`src/hdl/spi_sel_pkg.sv`:
```
// constants and types of the spi master with hardware slave select
// Behaviour
// - chained slaves share one active-low select line, all enabled together
// - a chain of n slaves gets n characters per transaction; the code sends n+1 characters for a chain field of n
// - hardware-select enable decides if hardware or software drives select
// - equal data-in and data-out pad selects loop transmit data back via pad
// - hardware-select enable set to 1 lets hardware own the select output
// - select low at least one baud before and after each transfer
// - select high at least one baud between back-to-back frames
// - guard time around a frame lasts one or one and a half baud cycles by mode
// - writing 1 to an enable-clear bit disables that interrupt
// - writing 0 to an enable-clear bit leaves that enable unchanged
// - enable bits read 1 when enabled and 0 when disabled
// - enable-set register at 0x16, reset 0x00, bits 7,3,2,1,0
// - enable-set writes are blocked while access protection is active
package spi_sel_pkg;

  // register offsets
  localparam logic [7:0] OFS_CTRL_FIRST = 8'h00;
  localparam logic [7:0] OFS_CTRL_SECOND = 8'h04;
  localparam logic [7:0] OFS_BAUD = 8'h0C;
  localparam logic [7:0] OFS_IRQ_CLR = 8'h14;
  localparam logic [7:0] OFS_IRQ_SET = 8'h16;
  localparam logic [7:0] OFS_IRQ_FLAGS = 8'h18;
  localparam logic [7:0] OFS_STATUS = 8'h1A;
  localparam logic [7:0] OFS_DATA = 8'h28;

  // control_first fields
  localparam int SWRST_BIT = 0;
  localparam int ENABLE_BIT = 1;
  localparam int CPHA_BIT = 2;
  localparam int CPOL_BIT = 3;
  localparam int DORD_BIT = 4;
  localparam logic [7:0] CTRL_FIRST_MASK = 8'h1E;

  // control_second fields
  localparam int DATA_IN_PAD_SELECT_LSB = 0;
  localparam int DATA_OUT_PAD_SELECT_LSB = 2;
  localparam int HWSEL_BIT = 4;
  localparam int CHAIN_LSB = 5;

  // interrupt bit positions
  localparam int IRQ_DRE = 0;
  localparam int IRQ_TXC = 1;
  localparam int IRQ_RXC = 2;
  localparam int IRQ_SSL = 3;
  localparam int IRQ_ERR = 7;
  localparam logic [7:0] IRQ_MASK = 8'h8F;

  // reset values
  localparam logic [7:0] CTRL_FIRST_RST = 8'h00;
  localparam logic [7:0] CTRL_SECOND_RST = 8'h00;
  localparam logic [7:0] BAUD_RST = 8'h03;
  localparam logic [7:0] IRQ_EN_RST = 8'h00;

  // timing in half-baud ticks
  localparam logic [1:0] GUARD_HALF_CPHA0 = 2'h2;
  localparam logic [1:0] GUARD_HALF_CPHA1 = 2'h3;
  localparam logic [1:0] GAP_HALF = 2'h2;
  localparam logic [3:0] HALF_LAST = 4'hF;

  typedef enum logic [2:0] {
    ST_IDLE = 3'b000,
    ST_LEAD = 3'b001,
    ST_SHIFT = 3'b010,
    ST_WAITD = 3'b011,
    ST_TRAIL = 3'b100,
    ST_GAP = 3'b101
  } fsm_t;

endpackage : spi_sel_pkg

```
`src/hdl/pad_sync.sv`:
```
// two-stage synchroniser for the data pads
module pad_sync (
  // clock and reset
  input wire logic clk,
  input wire logic rst_n,
  // pads
  input wire logic [3:0] padIn,
  output logic [3:0] padSync
);

  typedef struct packed {
    logic [3:0] s1;
    logic [3:0] s2;
  } sync_t;

  sync_t q;
  sync_t d;

  always_comb begin
    d = q;
    d.s1 = padIn;
    d.s2 = q.s1;
  end

  always_ff @(posedge clk) begin
    if (!rst_n) begin
      q <= '0;
    end else begin
      q <= d;
    end
  end

  assign padSync = q.s2;

endmodule : pad_sync

```
`src/hdl/baud_tick.sv`:
```
// half-baud tick generator, one tick every div+1 clocks while running
module baud_tick (
  // clock and reset
  input wire logic clk,
  input wire logic rst_n,
  // control
  input wire logic run,
  input wire logic [7:0] div,
  // tick
  output logic tick
);

  typedef struct packed {
    logic [7:0] cnt;
    logic tick;
  } baud_t;

  baud_t q;
  baud_t d;

  always_comb begin
    d = q;
    d.tick = 1'b0;
    if (!run) begin
      d.cnt = 8'h00;
    end else if (q.cnt >= div) begin
      d.cnt = 8'h00;
      d.tick = 1'b1;
    end else begin
      d.cnt = q.cnt + 8'h01;
    end
  end

  always_ff @(posedge clk) begin
    if (!rst_n) begin
      q <= '0;
    end else begin
      q <= d;
    end
  end

  assign tick = q.tick;

endmodule : baud_tick

```
`src/hdl/spi_sel_master.sv`:
```
// spi master with hardware slave select, chaining and interrupt enables
//
// Design decision made here: the address-and-strobe port.
module spi_sel_master (
  // clock and reset
  input wire logic clk,
  input wire logic rst_n,
  // register port
  input wire logic [7:0] addr,
  input wire logic [7:0] wrData,
  input wire logic wrEn,
  input wire logic rdEn,
  output logic [7:0] rdData,
  // write protection
  input wire logic peripheralAccessGuard,
  // data pads
  input wire logic [3:0] padIn,
  output logic [3:0] padOut,
  output logic [3:0] padOe,
  // serial clock and select
  output logic sckOut,
  output logic ssNOut,
  output logic ssOe,
  // interrupt
  output logic irq
);

  typedef struct packed {
    logic [7:0] ctrlFirst;
    logic [7:0] ctrlSecond;
    logic [7:0] baud;
    logic [7:0] irqEn;
    logic [7:0] flags;
    spi_sel_pkg::fsm_t fsm;
    logic [3:0] halfCnt;
    logic [1:0] guardCnt;
    logic [2:0] charCnt;
    logic [7:0] txHold;
    logic txFull;
    logic [7:0] txSh;
    logic [7:0] rxSh;
    logic [7:0] rxData;
    logic rxFull;
    logic sckPhase;
    logic mosi;
    logic ssN;
    logic [3:0] padOut;
    logic [3:0] padOe;
    logic sck;
    logic ssOe;
    logic irq;
    logic [7:0] rdData;
  } state_t;

  state_t q;
  state_t d;

  logic [3:0] padSync;
  logic tick;
  logic baudRun;

  // the bit that leaves the shifter next
  function automatic logic outBit(input logic [7:0] v, input logic lsb);
    outBit = lsb ? v[0] : v[7];
  endfunction : outBit
  function automatic logic [7:0] shiftOut(input logic [7:0] v,
                                          input logic lsb);
    shiftOut = lsb ? {1'b0, v[7:1]} : {v[6:0], 1'b0};
  endfunction : shiftOut
  function automatic logic [7:0] shiftIn(input logic [7:0] v,
                                         input logic b,
                                         input logic lsb);
    shiftIn = lsb ? {b, v[7:1]} : {v[6:0], b};
  endfunction : shiftIn

  pad_sync u_pad_sync (
    .clk(clk),
    .rst_n(rst_n),
    .padIn(padIn),
    .padSync(padSync)
  );

  // the baud counter restarts at every idle so guard times are exact
  assign baudRun = (q.fsm != spi_sel_pkg::ST_IDLE);

  baud_tick u_baud_tick (
    .clk(clk),
    .rst_n(rst_n),
    .run(baudRun),
    .div(q.baud),
    .tick(tick)
  );

  function automatic state_t resetState();
    state_t s;
    s = '0;
    s.ctrlFirst = spi_sel_pkg::CTRL_FIRST_RST;
    s.ctrlSecond = spi_sel_pkg::CTRL_SECOND_RST;
    s.baud = spi_sel_pkg::BAUD_RST;
    s.irqEn = spi_sel_pkg::IRQ_EN_RST;
    s.fsm = spi_sel_pkg::ST_IDLE;
    s.ssN = 1'b1;
    s.sck = 1'b0;
    resetState = s;
  endfunction : resetState

  always_comb begin
    logic en;
    logic cpha;
    logic lsb;
    logic [1:0] guardLen;
    logic rxBit;
    logic [7:0] rxNext;
    logic [7:0] evt;
    logic [7:0] clr;
    logic load;
    logic wrOk;
    logic idle;
    logic swReset;
    en = 1'b0;
    cpha = 1'b0;
    lsb = 1'b0;
    guardLen = spi_sel_pkg::GUARD_HALF_CPHA0;
    rxBit = 1'b0;
    rxNext = 8'h00;
    evt = 8'h00;
    clr = 8'h00;
    load = 1'b0;
    wrOk = 1'b0;
    idle = 1'b0;
    swReset = 1'b0;
    d = q;
    en = q.ctrlFirst[spi_sel_pkg::ENABLE_BIT];
    cpha = q.ctrlFirst[spi_sel_pkg::CPHA_BIT];
    lsb = q.ctrlFirst[spi_sel_pkg::DORD_BIT];
    guardLen = cpha ? spi_sel_pkg::GUARD_HALF_CPHA1
                    : spi_sel_pkg::GUARD_HALF_CPHA0;
    rxBit = padSync[q.ctrlSecond[spi_sel_pkg::DATA_IN_PAD_SELECT_LSB +: 2]];
    rxNext = shiftIn(q.rxSh, rxBit, lsb);
    idle = (q.fsm == spi_sel_pkg::ST_IDLE);
    wrOk = wrEn && !peripheralAccessGuard;
    // register writes
    if (wrEn) begin
      case (addr)
        spi_sel_pkg::OFS_CTRL_FIRST: begin
          if (wrOk) begin
            d.ctrlFirst = wrData & spi_sel_pkg::CTRL_FIRST_MASK;
            swReset = wrData[spi_sel_pkg::SWRST_BIT];
          end
        end
        spi_sel_pkg::OFS_CTRL_SECOND: begin
          // pads, select owner and chain length only change when idle
          if (idle) begin
            d.ctrlSecond = wrData;
          end
        end
        spi_sel_pkg::OFS_BAUD: begin
          if (idle) begin
            d.baud = wrData;
          end
        end
        spi_sel_pkg::OFS_IRQ_CLR: begin
          if (wrOk) begin
            d.irqEn = q.irqEn & ~(wrData & spi_sel_pkg::IRQ_MASK);
          end
        end
        spi_sel_pkg::OFS_IRQ_SET: begin
          if (wrOk) begin
            d.irqEn = q.irqEn | (wrData & spi_sel_pkg::IRQ_MASK);
          end
        end
        spi_sel_pkg::OFS_IRQ_FLAGS: begin
          clr = wrData & spi_sel_pkg::IRQ_MASK;
        end
        spi_sel_pkg::OFS_DATA: begin
          // a write into a full holding register is dropped
          if (!q.txFull) begin
            d.txHold = wrData;
            d.txFull = 1'b1;
          end
        end
        default: ;
      endcase
    end
    // register reads, answer stands one cycle
    d.rdData = 8'h00;
    if (rdEn) begin
      case (addr)
        spi_sel_pkg::OFS_CTRL_FIRST: d.rdData = q.ctrlFirst;
        spi_sel_pkg::OFS_CTRL_SECOND: d.rdData = q.ctrlSecond;
        spi_sel_pkg::OFS_BAUD: d.rdData = q.baud;
        spi_sel_pkg::OFS_IRQ_CLR: d.rdData = q.irqEn;
        spi_sel_pkg::OFS_IRQ_SET: d.rdData = q.irqEn;
        spi_sel_pkg::OFS_IRQ_FLAGS: d.rdData = q.flags;
        spi_sel_pkg::OFS_STATUS: begin
          d.rdData = {4'h0, q.ssN, !idle, q.rxFull, q.txFull};
        end
        spi_sel_pkg::OFS_DATA: begin
          d.rdData = q.rxData;
          d.rxFull = 1'b0;
        end
        default: d.rdData = 8'h00;
      endcase
    end
    // frame sequencer
    case (q.fsm)
      spi_sel_pkg::ST_IDLE: begin
        d.ssN = 1'b1;
        if (en && q.txFull) begin
          load = 1'b1;
          d.charCnt = 3'h0;
          d.guardCnt = 2'h0;
          d.fsm = spi_sel_pkg::ST_LEAD;
          if (q.ctrlSecond[spi_sel_pkg::HWSEL_BIT]) begin
            d.ssN = 1'b0;
            evt[spi_sel_pkg::IRQ_SSL] = 1'b1;
          end
        end
      end
      spi_sel_pkg::ST_LEAD: begin
        // lead guard
        // the first shift half tick still belongs to the lead time
        if (tick) begin
          d.guardCnt = q.guardCnt + 2'h1;
          if (d.guardCnt == guardLen - 2'h1) begin
            d.fsm = spi_sel_pkg::ST_SHIFT;
          end
        end
      end
      spi_sel_pkg::ST_SHIFT: begin
        if (tick) begin
          d.halfCnt = q.halfCnt + 4'h1;
          if (!q.halfCnt[0]) begin
            // leading edge
            d.sckPhase = 1'b1;
            if (!cpha) begin
              d.rxSh = rxNext;
            end else begin
              d.mosi = outBit(q.txSh, lsb);
              d.txSh = shiftOut(q.txSh, lsb);
            end
          end else begin
            // trailing edge
            d.sckPhase = 1'b0;
            if (!cpha) begin
              d.txSh = shiftOut(q.txSh, lsb);
              d.mosi = outBit(d.txSh, lsb);
            end else begin
              d.rxSh = rxNext;
            end
          end
          if (q.halfCnt == spi_sel_pkg::HALF_LAST) begin
            d.rxData = d.rxSh;
            d.rxFull = 1'b1;
            evt[spi_sel_pkg::IRQ_RXC] = 1'b1;
            if (q.rxFull) begin
              evt[spi_sel_pkg::IRQ_ERR] = 1'b1;
            end
            if (q.charCnt == q.ctrlSecond[spi_sel_pkg::CHAIN_LSB +: 3]) begin
              d.guardCnt = 2'h0;
              d.fsm = spi_sel_pkg::ST_TRAIL;
            end else begin
              d.charCnt = q.charCnt + 3'h1;
              if (q.txFull) begin
                load = 1'b1;
              end else begin
                d.fsm = spi_sel_pkg::ST_WAITD;
              end
            end
          end
        end
      end
      spi_sel_pkg::ST_WAITD: begin
        // select stays low while the chain waits for its next character
        if (q.txFull) begin
          load = 1'b1;
          d.fsm = spi_sel_pkg::ST_SHIFT;
        end else if (!en) begin
          d.guardCnt = 2'h0;
          d.fsm = spi_sel_pkg::ST_TRAIL;
        end
      end
      spi_sel_pkg::ST_TRAIL: begin
        if (tick) begin
          d.guardCnt = q.guardCnt + 2'h1;
          if (d.guardCnt == guardLen) begin
            d.ssN = 1'b1;
            d.guardCnt = 2'h0;
            evt[spi_sel_pkg::IRQ_TXC] = 1'b1;
            d.fsm = spi_sel_pkg::ST_GAP;
          end
        end
      end
      spi_sel_pkg::ST_GAP: begin
        if (tick) begin
          d.guardCnt = q.guardCnt + 2'h1;
          if (d.guardCnt == spi_sel_pkg::GAP_HALF) begin
            d.fsm = spi_sel_pkg::ST_IDLE;
          end
        end
      end
      default: begin
        d.fsm = spi_sel_pkg::ST_IDLE;
        d.ssN = 1'b1;
      end
    endcase

    // move the holding register into the shifter
    if (load) begin
      d.txSh = q.txHold;
      d.txFull = 1'b0;
      d.mosi = outBit(q.txHold, lsb);
      d.halfCnt = 4'h0;
      d.sckPhase = 1'b0;
      d.rxSh = 8'h00;
      evt[spi_sel_pkg::IRQ_DRE] = 1'b1;
    end
    // sticky flags: a set in the clearing cycle wins
    d.flags = ((q.flags & ~clr) | evt) & spi_sel_pkg::IRQ_MASK;
    if (swReset) begin
      d = resetState();
    end
    // registered pin drive
    d.padOut = 4'h0;
    d.padOe = 4'h0;
    d.padOut[d.ctrlSecond[spi_sel_pkg::DATA_OUT_PAD_SELECT_LSB +: 2]] = d.mosi;
    d.padOe[d.ctrlSecond[spi_sel_pkg::DATA_OUT_PAD_SELECT_LSB +: 2]] =
      d.ctrlFirst[spi_sel_pkg::ENABLE_BIT];
    d.sck = d.ctrlFirst[spi_sel_pkg::CPOL_BIT] ^ d.sckPhase;
    d.ssOe = d.ctrlSecond[spi_sel_pkg::HWSEL_BIT];
    d.irq = |(d.flags & d.irqEn);
    if (q.ctrlFirst[spi_sel_pkg::CPOL_BIT] && !en) begin
      d.sck = d.ctrlFirst[spi_sel_pkg::CPOL_BIT];
    end
  end

  always_ff @(posedge clk) begin
    if (!rst_n) begin
      q <= resetState();
    end else begin
      q <= d;
    end
  end

  assign rdData = q.rdData;
  assign padOut = q.padOut;
  assign padOe = q.padOe;
  assign sckOut = q.sck;
  assign ssNOut = q.ssN;
  assign ssOe = q.ssOe;
  assign irq = q.irq;

endmodule : spi_sel_master

```
`config.mk`:
```
export PLATFORM = sky130hd
export DESIGN_NAME = spi_sel_master
export DESIGN_NICKNAME = d
export VERILOG_FILES = /design/src/hdl/spi_sel_pkg.sv /design/src/hdl/pad_sync.sv /design/src/hdl/baud_tick.sv /design/src/hdl/spi_sel_master.sv
export SDC_FILE = /design/constraint.sdc
export NUM_CORES = 1
export LEC_CHECK = 0
export BUFFER_PORTS_ARGS = -buffer_cell sky130_fd_sc_hd__buf_2
export CAP_MARGIN = 10
export CELL_PAD_IN_SITES_DETAIL_PLACEMENT = 0
export CELL_PAD_IN_SITES_GLOBAL_PLACEMENT = 1
export CORE_UTILIZATION = 49
export DETAILED_ROUTE_END_ITERATION = 8
export PLACE_DENSITY = 0.84
export RECOVER_POWER = 50
export SYNTH_ARGS = -nofsm -noshare
export SYNTH_HDL_FRONTEND = slang
export SYNTH_SLANG_ARGS = --single-unit
```
`constraint.sdc`:
```
create_clock -name clk -period 3.43 [get_ports clk]
set_input_delay 0.5145 -clock clk [delete_from_list [all_inputs] [get_ports clk]]
set_output_delay 0.5145 -clock clk [all_outputs]
set_load 0.01 [all_outputs]
```
==> qor.yml, run 1 <==
detailed_routing:
  vias_per_cell: 5.77
  wirelength_mm: 14.3
  first_pass_iters: 6
  dr.first_iter.drc_count: 337
  ant_nets: 0
  detail_route.wl_per_cell_um: 17.3
  vias: 4759
  drc: 0
sta:
  setup_violations: 0
  fin_crit_sh_pct: 86.0
  maxSlewHeadroom_pct: 25.1
  tightest_slew_ps: 1120
  period_needed_ps: 2950
  grt_setup_unrepaired: "no"
  drv_slew: 0
  max_freq_mhz: 339
  setup-tns-final_ps: 0
  hold-worst-slack_ps: 307
  hold_viol: 0
  fin_skew_ps: 7.13
setup_path:
  crit_required_ps: 3740
  end_kind: "flop"
  r2r-end: "q[47]"
  rr_startpoint: "q[66]"
  crit_type: "input port to flop"
  critPathArrivalTime_ps: 3260
  reg2reg_slack_ps: 670
  cp_max_fo: 10
  critPathLaunch: "wrEn"
  worst_setup_path_start_kind: "input port"
  worstSetupEndpoint: "rdData[0]"
  r2r_cells: 6
cts:
  worstSkewPairLatency_ps: 410
  post_cts_buffers: 0
  post_cts_resized: 0
  holdBufCountCts: 0
  cts.sinks: 114
  cts_max_level: 4
  root_buffer: "clkbuf_16"
  cts_tree: "built"
  clock_path_buffers: 2
  cts_made_buffers: 17
  cts.clk_slew.worst_paths_ps: 50
logic_synthesis:
  async_flop_share_pct: 0
  syn_area_um2: 5630
  synth_nets: 689
  synth_edf_count: 0
  yosysWarningCount: 0
  yosys.area.top_type: "dfxtp_1"
  synth_area_leaders: "dfxtp_1, mux2i_1, nor2_1, a21oi_1, nand2_1"
  synth.most_common_cell: "nor2_1"
  ys.flop_type: "dfxtp_1"
  syn_area_per_cell_um2: 8.63
  synth_cell_types: 68
  synthTopCellsByCount: "nor2_1, dfxtp_1, a21oi_1, mux2i_1, nand2_1"
  seq_area_frac_synth_pct: 40.6
  synth-seq-cells: 114
  syn_inst: 652
  synth_top_cell_area_share_pct: 40.6
placed_design:
  post_dp_cell_area_um2: 5790
  gp_congestion: 0.861
  port_buffers: 44
  dp_hpwl_mm: 10.2
floorplanning:
  core_area_um2: 11000
  rows: 38
  boundaryPins: 45
  dieArea_um2: 11900
  die-width_um: 109
  die_h_um: 109
  start_util_pct: 51.0
grt:
  grt_pass1_vias: 4372
  grt_overflow: 0
  grt_util_all_layers_pct: 25.6
  grt_max_degree: 23
  grt_pass1_wl_mm: 22.8
  antenna_found_initial: 0
finish:
  drive_above_1_share_pct: 11.7
  nets: 709
  regArea_um2: 2280
  syn2layout_area_growth_pct: 12.1
  diodes: 0
  fillCellCount: 1029
  multi_input_area_um2: 2970
  finalInstanceArea_um2: 6300
power:
  peakVddDrop_mv: 0.425
  power_density_nw_per_um2: 489
  p_leak_uw: 0.00241
run:
  max_cap_viol_count: 0
outcome:
  outcome: "finished, final reports clean"
hold_path:
  hp-class: "input port to flop"
-- flip-flops by register name (all words and copies together), names as in the netlist --
register and flops:
ssNOut 1, irq 1, u_baud_tick.q 8, padOe 4, rdData 8, u_pad_sync.d 4, sckOut 1, u_pad_sync.padSync 4
padOut 4, u_baud_tick.tick 1, q 78
-- per-stage QoR --
| step | setup slack, ps | utilization (%) | power (uW) | instances |
|---|---|---|---|---|
| floorplan | 1460 | - | 1410 | 652 |
| global placement | 755 | 52.5 | 1450 | 793 |
| detailed placement | 722 | 52.5 | 1450 | 793 |
| CTS | 727 | 57.6 | 3110 | 825 |
| global route | 381 | 57.2 | 3180 | 825 |
| finish | 479 | 57.2 | 3090 | 825 |
-- cell families (layout without fill, tap and decap cells) --
| kind of cell | count (synthesis) | count (layout) | share of synthesized area, % |
|---|---|---|---|
| AOI/OAI and AO/OA | 132 | 132 | 15.1 |
| xor gates and xnor gates | 17 | 17 | 2.78 |
| adders and majority gates | 12 | 12 | 2.67 |
| buffers and inverters | 67 | 100 | 6.45 |
| DFF | 114 | 114 | 40.6 |
| muxes | 53 | 53 | 9.70 |
| and+or+nand+nor | 257 | 257 | 22.7 |
-- metal layers --
layer	routed length, um	track usage (%)	up-vias	part of all wire [%]
met2	6640	40.1	149	47
met1	6620	34.5	2284	46
met4	202	7.53	0	1.4
met5	0	0	-	0
li1	-	-	2306	-
met3	809	6.63	20	5.7
-- worst min path at each step --
| stage | from | endpoint | slack, ps | cells past startpoint |
|---|---|---|---|---|
| 3_3_place_gp | u_pad_sync.d[2] | u_pad_sync.padSync[2] | 410 | 1 |
| 4_1_cts | padIn[3] | u_pad_sync.d[3] | 300 | 2 |
| 3_5_place_dp | u_pad_sync.d[1] | u_pad_sync.padSync[1] | 420 | 1 |
| 5_1_grt | padIn[2] | u_pad_sync.d[2] | 300 | 2 |
| 2_1_floorplan | u_pad_sync.d[0] | u_pad_sync.padSync[0] | 410 | 1 |
| 6_report | padIn[2] | u_pad_sync.d[2] | 310 | 2 |
-- where the power goes --
group	internal (uW)	total, uW	switching [uW]
combinational	25.8	86.3	60.5
clock	1020	1670	648
sequential	1330	1330	1.46
-- layout make-up --
type	count	area share, %
inverters	16	0.953
multi-input cells	471	47.1
clock buffers	18	6.97
well taps	140	2.78
flip-flops and latches	114	36.2
repair buffers	52	4.01
clock inverters	14	2.04
-- placed cells by master (no fill, tap or decap), types with 3 or more instances in the layout --
cell	count
xor2_1	9
and2_0	5
a21o_1	4
dfxtp_1	114
nor3_4	3
inv_6	4
clkbuf_16	17
a21oi_1	59
clkinv_2	3
ha_1	12
clkinv_4	3
nor2b_1	7
and2_1	8
a31oi_1	5
buf_2	22
inv_1	16
clkbuf_1	22
xnor2_1	7
nor2_1	124
a22oi_1	8
a221oi_1	5
mux2i_1	50
o21ai_0	14
a32oi_1	3
nand2_1	44
nand2b_1	8
nand3_1	13
o22ai_1	8
nor3_1	15
nand4_1	6
clkinvlp_4	3
a211oi_1	6
and3_1	5
buf_4	8
-- worst max-delay path, stage by stage --
cell and delay, ps:
clkbuf_1 180, and2b_1 310, and4_1 370, a21boi_1 920
nand4_1 580, a31oi_1 370
Power figures use the tool's default switching activity.
==> inputs of run 2 (changes only) <==
--- a/config.mk
+++ b/config.mk
@@ -9,9 +9,10 @@
 export CAP_MARGIN = 10
 export CELL_PAD_IN_SITES_DETAIL_PLACEMENT = 0
 export CELL_PAD_IN_SITES_GLOBAL_PLACEMENT = 1
-export CORE_UTILIZATION = 49
+export CORE_UTILIZATION = 51
+export CTS_BUF_LIST = sky130_fd_sc_hd__clkbuf_4 sky130_fd_sc_hd__clkbuf_8
 export DETAILED_ROUTE_END_ITERATION = 8
-export PLACE_DENSITY = 0.84
+export PLACE_DENSITY = 0.87
 export RECOVER_POWER = 50
 export SYNTH_ARGS = -nofsm -noshare
 export SYNTH_HDL_FRONTEND = slang
==> qor.yml, run 2 (same netlist as run 1, synthesis figures left out) <==
outcome:
  outcome: "finished, final reports clean"
placed_design:
  dpl_worst_slack_ps: 824
  port_buffers: 44
  dp_cells: 788
  dp_hpwl_mm: 9.98
  gp_congestion: 0.877
sta:
  tightest_slew_ps: 929
  maxSlewHeadroom_pct: 38.1
  max_freq_mhz: 353
  fin_skew_ps: 9.62
  drv_slew: 0
  setup-tns-final_ps: 0
  fin_ws_ps: 594
  hold_viol: 0
  fin_crit_sh_pct: 82.7
  grt_setup_unrepaired: "no"
  period_needed_ps: 2840
  setup_violations: 0
setup_path:
  crit_type: "input port to flop"
  slowest_delay_ps: 740
  cp_cell_sequence: "clkbuf_1, nor3_1, nand4_1, o21ai_4, clkbuf_1, nor2_1"
  reg2reg_slack_ps: 820
  cpMostUsedCell: "clkbuf_1"
  critPathArrivalTime_ps: 3120
  cp_max_fo: 21
  r2r-end: "q[33]"
  crit_slowest_cell: "clkbuf_1"
  cp.buffers_inverters: 2
  rr_startpoint: "q[65]"
  crit_family: "simple AND/OR/NAND/NOR gates"
  r2r_cells: 5
  end_kind: "flop"
  path_depth: 6
  worst_setup_path_start_kind: "input port"
  crit_required_ps: 3710
detailed_routing:
  wl_met1_mm: 6.34
  vias: 4645
  drc: 0
  dr_wl_met2_mm: 6.32
  vias_per_cell: 5.66
  met3WireLength_um: 825
  dr.first_iter.drc_count: 359
  ant_nets: 0
  detail_route.wl_per_cell_um: 16.7
  wirelength_mm: 13.7
  first_pass_iters: 7
  top_layer: "met4"
power:
  peakVddDrop_mv: 0.498
  power_density_nw_per_um2: 444
  p_total_uw: 2730
  p_leak_uw: 0.00234
finish:
  final_common_cell: "nor2_1"
  final_cell_mix: "nor2_1, dfxtp_1, a21oi_1, mux2i_1, nand2_1"
  fillCellCount: 947
  syn2layout_area_growth_pct: 9.30
  largest_reg_flops: 78
  nets: 708
  diodes: 0
  largest_register: "q"
  drive_above_1_share_pct: 11.5
  instances_no_fill: 820
  utilization_pct: 58.5
cts:
  cts.clk_slew.worst_paths_ps: 70
  post_cts_resized: 0
  cts.sinks: 114
  cts_tree: "built"
  holdBufCountCts: 0
  clock_path_buffers: 2
  worstSkewPairLatency_ps: 430
  cts_max_level: 4
  post_cts_buffers: 0
  cts_made_buffers: 17
  root_buffer: "clkbuf_8"
floorplanning:
  boundaryPins: 45
  start_util_pct: 53.5
  dieArea_um2: 11500
  die_h_um: 107
  core_area_um2: 10500
  die-width_um: 107
  rows: 37
grt:
  grt_pass1_wl_mm: 22.2
  grt_pass1_vias: 4332
  grt_max_degree: 27
  grt_util_all_layers_pct: 25.6
  antenna_found_initial: 0
  grt_overflow: 0
hold_path:
  hold_path.startpoint: "padIn[0]"
  hp-class: "input port to flop"
  hold_end: "u_pad_sync.d[0]"
  hold_depth: 2
run:
  max_cap_viol_count: 0
==> run 2: cell count changes in the layout (fill, tap and decap cells not counted), moves of 2 or more <==
cell       before  now
inv_6           4    1
clkbuf_8        1   18
buf_4           8    5
clkbuf_4        0    2
bufinv_16       1    3
clkbuf_16      17    0
==> run 2: worst reg2reg max path: cells and delay by family (launching register included) <==
kind / cells / cell delay (ps)
compound gates: 1 / 550
flops: 1 / 460
simple gates: 4 / 1470
==> run 2: layer usage <==
| layer | up-vias | GRT usage (%) |
|---|---|---|
| met2 | 143 | 40.7 |
| met5 | - | 0 |
| met3 | 15 | 5.71 |
| li1 | 2299 | - |
| met4 | 0 | 8.61 |
| met1 | 2188 | 34.2 |
==> run 2: worst max-delay path by stage <==
stage | to | slack [ps] | from
after detailed placement | q[64] | 820 | q[65]
after global routing | q[49] | 430 | addr[1]
after floorplan | irq | 1460 | addr[0]
final | q[55] | 590 | addr[1]
after global placement | q[64] | 940 | q[65]
after CTS | q[64] | 800 | q[65]
==> run 2: metrics by stage <==
stage          hold slack, ps  cell area [um2]
2_1_floorplan             412             5630
3_3_place_gp              416             5770
3_5_place_dp              423             5770
4_1_cts                   260             6190
5_1_grt                   271             6150
6_report                  287             6150
==> run 2: cell type report <==
type                    instances  area (um2)  area share [%]
inverters                      16        60.1           0.977
flip-flops and latches        114        2280            37.1
repair buffers                 51         239            3.89
well taps                     136         170            2.77
multi-input cells             471        2980            48.4
clock inverters                12         158            2.56
clock buffers                  20         263            4.27
==> run 2: power breakdown <==
group | switching, uW | total (uW) | leakage (uW) | internal (uW)
logic | 59.6 | 85.2 | 0.00122 | 25.6
registers | 1.29 | 1330 | 0.000920 | 1330
clock network | 563 | 1320 | 0.000206 | 756
total | 624 | 2730 | 0.00234 | 2110
